<file path="src/hdl/pis_defs.vh">
// constants for the prioritized interrupt source block
// assumes the includer defines nothing with a pis_ prefix
`ifndef PIS_DEFS_VH
`define PIS_DEFS_VH

// ************************************************
// flag indices in the sticky flag vector
// ************************************************
`define PIS_NFLAG        20
`define PIS_F_EXT        0
`define PIS_F_LOCK       1
`define PIS_F_T1C0       2
`define PIS_F_T1C1       3
`define PIS_F_T1WRAP     4
`define PIS_F_T2C0       5
`define PIS_F_T2C1       6
`define PIS_F_T2WRAP     7
`define PIS_F_SRXFULL    8
`define PIS_F_SOVF       9
`define PIS_F_SFAULT     10
`define PIS_F_STXEMPTY   11
`define PIS_F_AOVR       12
`define PIS_F_ANOISE     13
`define PIS_F_AFRAME     14
`define PIS_F_APARITY    15
`define PIS_F_ARXFULL    16
`define PIS_F_AIDLE      17
`define PIS_F_ATXEMPTY   18
`define PIS_F_ATXDONE    19

// ************************************************
// reset values
// ************************************************
`define PIS_FLAGS_RST    20'h00000
`define PIS_PEND_RST     16'h0000
`define PIS_MASK_RST     1'b1

// ************************************************
// priority and vector map
// ************************************************
`define PIS_NSRC         16
`define PIS_PRIO_SWI     5'h00
`define PIS_PRIO_LAST    5'h10
`define PIS_VEC_RESET    16'hFFFE
`define PIS_VEC_SWI      16'hFFFC
`define PIS_VEC_STEP     16'h0002

// ************************************************
// idle line detection, consecutive ones
// ************************************************
`define PIS_IDLE_SHORT   4'hA
`define PIS_IDLE_LONG    4'hB

`endif

</file>
<file path="src/hdl/pis_ctrl.v">
// prioritized vectored interrupt source collector and arbiter
// assumes peripheral event strobes are one-cycle pulses on clk; pins are asynchronous
`timescale 1ns/1ps
`default_nettype none
`include "pis_defs.vh"

// Function
// - fixed priority 0..16, vector per group
// - global mask blocks all but software trap
// - breakpoint forces non-maskable software trap
// - low external pin latches masked request
// - lock indicator change sets lock flag
// - lock flag requests only when enabled
// - timer wrap sets flag, enable gates
// - channel event sets flag, enable gates
// - sync receive load sets rx-full flag
// - sync transmit load sets tx-empty flag
// - slave select rise mid-transfer sets fault
// - master select low sets fault, error-gated
// - sync byte before read sets overflow
// - async handoff sets tx-empty flag
// - async both empty, no break: done
// - async delivery sets rx-full flag
// - ten or eleven ones set idle
// - async character before read: overrun
// - async noise sets noise flag
// - zero stop bit sets framing flag
// - parity failure sets parity flag
// - async errors merge into priority 11
// - at boundary present highest pending request
// - latched service not preempted; sets mask
module pis_ctrl (
    input  wire        clk,
    input  wire        rst_n,
    input  wire        ext_request_pin_n,
    input  wire        ext_request_mask,
    input  wire        lock_indicator,
    input  wire        lock_change_int_en,
    input  wire [1:0]  timer_one_channel_event,
    input  wire [1:0]  timer_one_channel_event_int_en,
    input  wire        timer_one_wrap,
    input  wire        timer_one_wrap_int_en,
    input  wire [1:0]  timer_two_channel_event,
    input  wire [1:0]  timer_two_channel_event_int_en,
    input  wire        timer_two_wrap,
    input  wire        timer_two_wrap_int_en,
    input  wire        sync_rx_load,
    input  wire        sync_rx_int_en,
    input  wire        sync_tx_load,
    input  wire        sync_tx_int_en,
    input  wire        sync_master,
    input  wire        sync_transfer_active,
    input  wire        sync_select_pin,
    input  wire        select_fault_detect_en,
    input  wire        sync_error_int_en,
    input  wire        async_tx_handoff,
    input  wire        async_tx_int_en,
    input  wire        async_tx_shift_empty,
    input  wire        async_tx_data_empty,
    input  wire        async_break_idle_busy,
    input  wire        async_tx_done_int_en,
    input  wire        async_rx_deliver,
    input  wire        async_rx_int_en,
    input  wire        async_rxd_pin,
    input  wire        async_bit_tick,
    input  wire        async_nine_bit,
    input  wire        line_idle_int_en,
    input  wire        async_overrun_int_en,
    input  wire        async_noise_detect,
    input  wire        async_noise_int_en,
    input  wire        async_stop_sample,
    input  wire        async_stop_bit,
    input  wire        async_frame_err_int_en,
    input  wire        async_parity_check,
    input  wire        async_parity_fail,
    input  wire        async_parity_err_int_en,
    input  wire        key_pin_req,
    input  wire        conversion_req,
    input  wire        tick_req,
    input  wire [19:0] flag_clear,
    input  wire        instr_boundary,
    input  wire        software_trap_instruction,
    input  wire        break_hit,
    input  wire        global_mask_clear,
    input  wire        global_mask_set,
    input  wire        int_ack,
    output reg  [19:0] flags_reg,
    output reg  [16:1] pending_source_flags,
    output reg         global_mask_reg,
    output reg         int_req_reg,
    output reg  [15:0] int_vector_reg,
    output reg  [4:0]  int_priority_reg
);

    // ************************************************
    // pin synchronisers: ext, lock, select, rxd
    // ************************************************
    reg  [3:0]  pin_meta_reg;
    reg  [3:0]  pin_sync_reg;
    reg  [3:0]  pin_last_reg;
    wire        ext_low      = ~pin_sync_reg[0];
    wire        lock_s       = pin_sync_reg[1];
    wire        sel_s        = pin_sync_reg[2];
    wire        rxd_s        = pin_sync_reg[3];

    always @(posedge clk or negedge rst_n) begin
        if (!rst_n) begin
            pin_meta_reg <= 4'hF;
            pin_sync_reg <= 4'hF;
            pin_last_reg <= 4'hF;
        end else begin
            pin_meta_reg <= {async_rxd_pin, sync_select_pin, lock_indicator, ext_request_pin_n};
            pin_sync_reg <= pin_meta_reg;
            pin_last_reg <= pin_sync_reg;
        end
    end

    // ************************************************
    // idle line counter and done-condition edge
    // ************************************************
    reg  [3:0]  idle_cnt_reg;
    reg  [3:0]  idle_cnt_next;
    reg         idle_hit;
    reg         tx_idle_last_reg;
    wire [3:0]  idle_need    = async_nine_bit ? `PIS_IDLE_LONG : `PIS_IDLE_SHORT;
    wire        tx_idle_now  = async_tx_shift_empty & async_tx_data_empty
                               & ~async_break_idle_busy;

    always @* begin
        idle_cnt_next = idle_cnt_reg;
        idle_hit      = 1'b0;
        if (async_bit_tick) begin
            if (!rxd_s) begin
                idle_cnt_next = 4'h0;
            end else if (idle_cnt_reg < idle_need) begin
                idle_cnt_next = idle_cnt_reg + 4'h1;
                idle_hit      = (idle_cnt_next == idle_need);
            end
        end
    end

    always @(posedge clk or negedge rst_n) begin
        if (!rst_n) begin
            idle_cnt_reg     <= 4'h0;
            // an idle transmitter at reset is not a completion
            tx_idle_last_reg <= 1'b1;
        end else begin
            idle_cnt_reg     <= idle_cnt_next;
            tx_idle_last_reg <= tx_idle_now;
        end
    end

    // ************************************************
    // flag set conditions
    // ************************************************
    reg  [19:0] flag_set;

    always @* begin
        flag_set = 20'h00000;
        flag_set[`PIS_F_EXT]      = ext_low;
        flag_set[`PIS_F_LOCK]     = lock_s ^ pin_last_reg[1];
        flag_set[`PIS_F_T1C0]     = timer_one_channel_event[0];
        flag_set[`PIS_F_T1C1]     = timer_one_channel_event[1];
        flag_set[`PIS_F_T1WRAP]   = timer_one_wrap;
        flag_set[`PIS_F_T2C0]     = timer_two_channel_event[0];
        flag_set[`PIS_F_T2C1]     = timer_two_channel_event[1];
        flag_set[`PIS_F_T2WRAP]   = timer_two_wrap;
        flag_set[`PIS_F_SRXFULL]  = sync_rx_load;
        // previous byte unread: flag still up and not being cleared now
        flag_set[`PIS_F_SOVF]     = sync_rx_load & flags_reg[`PIS_F_SRXFULL]
                                    & ~flag_clear[`PIS_F_SRXFULL];
        flag_set[`PIS_F_SFAULT]   = select_fault_detect_en & (sync_master
                                    ? (~sel_s & pin_last_reg[2])
                                    : (sel_s & ~pin_last_reg[2] & sync_transfer_active));
        flag_set[`PIS_F_STXEMPTY] = sync_tx_load;
        flag_set[`PIS_F_AOVR]     = async_rx_deliver & flags_reg[`PIS_F_ARXFULL]
                                    & ~flag_clear[`PIS_F_ARXFULL];
        flag_set[`PIS_F_ANOISE]   = async_noise_detect;
        flag_set[`PIS_F_AFRAME]   = async_stop_sample & ~async_stop_bit;
        flag_set[`PIS_F_APARITY]  = async_parity_check & async_parity_fail;
        flag_set[`PIS_F_ARXFULL]  = async_rx_deliver;
        flag_set[`PIS_F_AIDLE]    = idle_hit;
        flag_set[`PIS_F_ATXEMPTY] = async_tx_handoff;
        flag_set[`PIS_F_ATXDONE]  = tx_idle_now & ~tx_idle_last_reg;
    end

    // ************************************************
    // sticky flags, set wins over clear
    // ************************************************
    genvar gi;
    generate
        for (gi = 0; gi < `PIS_NFLAG; gi = gi + 1) begin : g_flag
            always @(posedge clk or negedge rst_n) begin
                if (!rst_n) begin
                    flags_reg[gi] <= 1'b0;
                end else if (flag_set[gi]) begin
                    flags_reg[gi] <= 1'b1;
                end else if (flag_clear[gi]) begin
                    flags_reg[gi] <= 1'b0;
                end
            end
        end
    endgenerate

    // ************************************************
    // per-source requests, flag and enable, grouped; 14..16 taken direct
    // ************************************************
    reg  [16:1] src_req;

    always @* begin
        src_req     = `PIS_PEND_RST;
        src_req[1]  = flags_reg[`PIS_F_EXT] & ~ext_request_mask;
        src_req[2]  = flags_reg[`PIS_F_LOCK] & lock_change_int_en;
        src_req[3]  = flags_reg[`PIS_F_T1C0] & timer_one_channel_event_int_en[0];
        src_req[4]  = flags_reg[`PIS_F_T1C1] & timer_one_channel_event_int_en[1];
        src_req[5]  = flags_reg[`PIS_F_T1WRAP] & timer_one_wrap_int_en;
        src_req[6]  = flags_reg[`PIS_F_T2C0] & timer_two_channel_event_int_en[0];
        src_req[7]  = flags_reg[`PIS_F_T2C1] & timer_two_channel_event_int_en[1];
        src_req[8]  = flags_reg[`PIS_F_T2WRAP] & timer_two_wrap_int_en;
        src_req[9]  = (flags_reg[`PIS_F_SRXFULL] & sync_rx_int_en)
                    | ((flags_reg[`PIS_F_SOVF] | flags_reg[`PIS_F_SFAULT])
                       & sync_error_int_en);
        src_req[10] = flags_reg[`PIS_F_STXEMPTY] & sync_tx_int_en;
        src_req[11] = (flags_reg[`PIS_F_AOVR] & async_overrun_int_en)
                    | (flags_reg[`PIS_F_ANOISE] & async_noise_int_en)
                    | (flags_reg[`PIS_F_AFRAME] & async_frame_err_int_en)
                    | (flags_reg[`PIS_F_APARITY] & async_parity_err_int_en);
        src_req[12] = (flags_reg[`PIS_F_ARXFULL] & async_rx_int_en)
                    | (flags_reg[`PIS_F_AIDLE] & line_idle_int_en);
        src_req[13] = (flags_reg[`PIS_F_ATXEMPTY] & async_tx_int_en)
                    | (flags_reg[`PIS_F_ATXDONE] & async_tx_done_int_en);
        src_req[14] = key_pin_req;
        src_req[15] = conversion_req;
        src_req[16] = tick_req;
    end

    // ************************************************
    // fixed-priority pick, lowest number wins
    // ************************************************
    reg  [4:0]  pick_prio;
    reg         pick_any;
    integer     pi;

    always @* begin
        pick_prio = `PIS_PRIO_LAST;
        pick_any  = 1'b0;
        for (pi = `PIS_NSRC; pi >= 1; pi = pi - 1) begin
            if (src_req[pi]) begin
                pick_prio = pi[4:0];
                pick_any  = 1'b1;
            end
        end
    end

    // vector walks down two bytes per priority step from the trap vector
    wire [15:0] pick_vector = `PIS_VEC_SWI - ({11'h000, pick_prio} << 1);

    // ************************************************
    // service latch and global mask
    // ************************************************
    reg         trap_pend_reg;

    always @(posedge clk or negedge rst_n) begin
        if (!rst_n) begin
            pending_source_flags <= `PIS_PEND_RST;
            global_mask_reg      <= `PIS_MASK_RST;
            int_req_reg          <= 1'b0;
            int_vector_reg       <= `PIS_VEC_RESET;
            int_priority_reg     <= `PIS_PRIO_SWI;
            trap_pend_reg        <= 1'b0;
        end else begin
            pending_source_flags <= src_req;
            if (software_trap_instruction | break_hit) begin
                trap_pend_reg <= 1'b1;
            end
            if (int_req_reg) begin
                // held until taken; nothing can replace it meanwhile
                if (int_ack) begin
                    int_req_reg <= 1'b0;
                end
            end else if (instr_boundary & trap_pend_reg) begin
                int_req_reg      <= 1'b1;
                int_vector_reg   <= `PIS_VEC_SWI;
                int_priority_reg <= `PIS_PRIO_SWI;
                // a trap arriving in the taking cycle stays queued
                trap_pend_reg    <= software_trap_instruction | break_hit;
                global_mask_reg  <= 1'b1;
            end else if (instr_boundary & pick_any & ~global_mask_reg) begin
                int_req_reg      <= 1'b1;
                int_vector_reg   <= pick_vector;
                int_priority_reg <= pick_prio;
                global_mask_reg  <= 1'b1;
            end else if (global_mask_set) begin
                global_mask_reg  <= 1'b1;
            end else if (global_mask_clear) begin
                global_mask_reg  <= 1'b0;
            end
        end
    end

endmodule // pis_ctrl

`default_nettype wire

</file>
<file path="config.mk">
export PLATFORM = sky130hd
export DESIGN_NAME = pis_ctrl
export DESIGN_NICKNAME = d
export VERILOG_FILES = /design/src/hdl/pis_ctrl.v
export VERILOG_INCLUDE_DIRS = /design/src /design/src/hdl
export SDC_FILE = /design/constraint.sdc
export NUM_CORES = 1
export LEC_CHECK = 0
export ABC_AREA = 1
export CAP_MARGIN = 20
export CORE_MARGIN = 2
export CORE_UTILIZATION = 30
export CTS_CLUSTER_SIZE = 12
export DETAILED_ROUTE_END_ITERATION = 7
export DONT_BUFFER_PORTS = 1
export GPL_ROUTABILITY_DRIVEN = 1
export PLACE_DENSITY = 0.4
export SYNTH_ARGS = -nofsm -noshare
export SYNTH_HDL_FRONTEND = slang
export SYNTH_SLANG_ARGS = --single-unit
</file>
<file path="constraint.sdc">
create_clock -name clk -period 2.2 [get_ports clk]
set_input_delay 0.33 -clock clk [delete_from_list [all_inputs] [get_ports clk]]
set_output_delay 0.33 -clock clk [all_outputs]
set_load 0.1 [all_outputs]
</file>
==> qor.csv <==
stage,metric,value,unit
status,status,"finished, final reports clean",
synthesis,synth_top_family_by_area,simple AND/OR/NAND/NOR gates,
pwr,p_sw_share,40.4,%
route,drtAntennaViolNets,0,
sta,hold_viol,0,
pwr,p_int,2.16,mW
route,vias,2006,
route,routedWlPerCell,13.1,um
global_routing,grt_pass1_wl,9970,um
global_routing,grt_overflow,0,
cts,cts-buffers-inserted,9,
floorplanning,fp.dieArea,9960,sq um
route,drtIter0Drc,55,
synthesis,yosys-mux-area-fraction,0,%
synthesis,avgSynthCellArea,9.52,sq um
synthesis,yosysSeqAreaShare,59.9,%
global_routing,grt_max_degree,66,
critical_path,crit_required,2.46,ns
floorplanning,fp-row-count,34,
critical_path,crit_top_cell,nand2_1,
floorplanning,die_h,99.8,um
critical_path,worstReg2RegStart,flags_reg[13]$_DFFE_PN0P_,
pwr,power_leakage,1.83,nW
route,firstDrtPassIters,4,
cts,clock_latency,0.34,ns
synthesis,syn_inst,289,
floorplanning,io_pins,136,
critical_path,critPathMaxStageDelay,0.40,ns
critical_path,end_kind,flop,
synthesis,ys_seq_elements,65,
sta,period_share,90.9,%
route,drc,0,
pwr,power_density,1020,nW/um^2
cts,cts_tree,done,
pwr,power.share.clock,29.2,%
pwr,p_comb_share,29.8,%
synthesis,synth_top_cell_by_area,dfrtp_1,
cells_and_area,fin_util,40.4,%
sta,slew_viol_final,0,
pwr,p_seq_share,41.0,%
sta,fmax,500,MHz
min_path,hold_start,flag_clear[17],
synthesis,synth_adder_area_share,1.36,%
critical_path,slowest_stage,dfrtp_2,
cts,clk_root_buffer_cell,clkbuf_8,
floorplanning,die_x,99.8,um
synthesis,synthDistinctLibCells,34,
sta,worst_pin_slew,0.532,ns
synthesis,synth-xor-area-share,0.636,%
synthesis,synthFlopType,dfrtp_1,
cts,clk_path_buf_depth,2,
critical_path,crit_path_cell_trace,nand2_1 > nand2_1 > nor2_4 > inv_2 > nor3_2 > o21ai_0 > nand2_1 > nand2_1 > nand2_2 > inv_1 > ha_2 > or2_2 > a31oi_1,
cells_and_area,largest_reg_flops,20,
critical_path,cp_max_fo,3,
cts,clk_pin_slew,0.07,ns
synthesis,synth_compound_area_share,10.1,%
critical_path,crit_start,flags_reg[13]$_DFFE_PN0P_,
sta,max-slew-margin-rel,64.5,%
place,io_buffers,0,
cells_and_area,drive_gt1_share,33.4,%
pwr,peakVddDrop,0.000309,V
min_path,min_path_type,input port to flop,
place,placed_area,3190,sq um
cells_and_area,nNetsFinal,434,
floorplanning,coreArea,8810,sq um
route,routed_wl,6120,um
sta,fin_skew,0.00713,ns
critical_path,critPathArrivalTime,2.26,ns
pwr,switching_power,1.46,mW
synthesis,netlist_area,2750,sq um
route,avgViaCountPerCell,4.29,
job,maxCapViolations,0,
place,dp_hpwl,4520,um
synthesis,synth-edff-count,0,
cts,h-tree-depth,3,
critical_path,critPathKind,flop to flop,
sta,setup_viol,0,
floorplanning,initial_core_util,31.3,%
cts,cts.sinks,65,
global_routing,grt.total_usage,13.1,%
synthesis,synth-simple-area-share,17.2,%
synthesis,ys_top_cells_by_area,"dfrtp_1 43%, dfstp_2 17%, nand2_1 8.6%, inv_1 7.1%, o21ai_0 3.8%",
synthesis,postSynth.asyncResetShare,100,%
synthesis,synth_warnings,0,
global_routing,grt_antenna_before_repair,1,
cells_and_area,fin_area,3560,sq um
critical_path,worstSetupStartpointType,flop,
cells_and_area,areaGrowthSynthToFinish,29.4,%
synthesis,netlist.area_leader.share,42.7,%
sta,final.min_clock_period,2.00,ns
global_routing,grt_pass1_vias,2135,
place,place_congestion,0.705,
stage by stage:
stage	setup TNS [ns]	instances	total power [mW]	setup WS (ns)	hold WS (ns)
2_1_floorplan	0	297	2.35	0.0147	0.0344
3_3_place_gp	0	439	2.54	0.170	0.0358
3_5_place_dp	0	439	2.54	0.0872	0.0353
4_1_cts	0	464	3.67	0.0700	0.00127
5_1_grt	-0.00123	468	3.82	-0.00123	0.0479
6_report	0	468	3.62	0.201	0.0736
path summary, 6_finish.rpt:
path	to	slack [ns]	cells past startpoint
min in group asynchronous	flags_reg[6]$_DFFE_PN0P_	0.53	2
setup reg to reg	int_vector_reg[3]$_DFFE_PN1P_	0.20	13
hold / removal	flags_reg[17]$_DFFE_PN0P_	0.07	1
setup / recovery	int_vector_reg[3]$_DFFE_PN1P_	0.20	13
max in group asynchronous	int_vector_reg[3]$_DFFE_PN1P_	1.35	2
hold reg to reg	pin_sync_reg[1]$_DFF_PN1_	0.36	0
power groups by stage:
| stage | registers (mW) | logic, mW | clock network [mW] |
|---|---|---|---|
| after floorplan | 2.05 | 0.297 | 0 |
| after global placement | 1.50 | 1.03 | 0 |
| after detailed placement | 1.50 | 1.03 | 0 |
| after CTS | 1.48 | 1.08 | 1.11 |
| after global routing | 1.50 | 1.15 | 1.17 |
| final | 1.48 | 1.08 | 1.06 |
cell usage in the layout, fill, tap and decap left out, types with 2 or more instances in the layout:
master and count:
buf_4 46, dfrtp_2 13, dlygate4sd3_1 9, o32ai_1 2, nand4_1 2, nor2_1 12, nand2_1 61, clkbuf_1 2
a21oi_1 4, ha_1 2, inv_1 52, clkbuf_8 12, nor3_1 2, inv_2 5, o21bai_1 10, nand2_2 9
o21ai_0 21, nor2_2 3, conb_1 10, dfstp_2 18, dfrtp_1 34, nor2_4 2, nand3_1 7
cells by family after synthesis:
family,Yosys count
and+or+nand+nor,105
xor gates and xnor gates,2
AOI/OAI and AO/OA,45
DFF,65
adders and majority gates,3
buffers and inverters,67
other,2
cells in the mapped netlist (5+ instances only):
| master | count |
|---|---|
| dfstp_2 | 18 |
| inv_2 | 5 |
| nand2_2 | 7 |
| buf_4 | 10 |
| nand3_1 | 7 |
| o21ai_0 | 21 |
| a21oi_1 | 5 |
| dfrtp_1 | 47 |
| nor2_1 | 12 |
| o21bai_1 | 10 |
| inv_1 | 52 |
| nand2_1 | 63 |
cell type report:
type | instances | area [sq um]
fill | 908 | 5250
sequential | 65 | 1670
multi-input combinational | 165 | 873
timing repair buffer | 56 | 463
inverter | 57 | 214
clock buffer | 14 | 173
tap | 108 | 135
clock inverter | 2 | 35.0
antenna | 1 | 2.50
routing by layer:
metal | routed length (um) | vias up | track usage (%)
met2 | 2760 | 84 | 20.4
met5 | 0 | - | 0
met3 | 537 | 8 | 5.43
li1 | - | 1009 | -
met4 | 95 | 0 | 5.37
met1 | 2720 | 905 | 16.0
worst max-delay path: cells and delay by family, from the launching register on:
| family | cells | cell delay [ns] |
|---|---|---|
| AO/OA/AOI/OAI | 2 | 0.27 |
| AND/OR/NAND/NOR | 8 | 0.96 |
| adder cells (fa/ha/maj) | 1 | 0.17 |
| flip-flops | 1 | 0.40 |
| buffers and inverters | 2 | 0.12 |
what timing repair did:
item / in CTS / in global routing
hold buffers: 9 / 1
buffers inserted: 0 / 2
setup endpoints to repair: 0 / 1
endpoints found under the hold margin: 72 / 1
gates resized for setup: 0 / 7
Note: power is estimated with default switching activity, not from simulation.
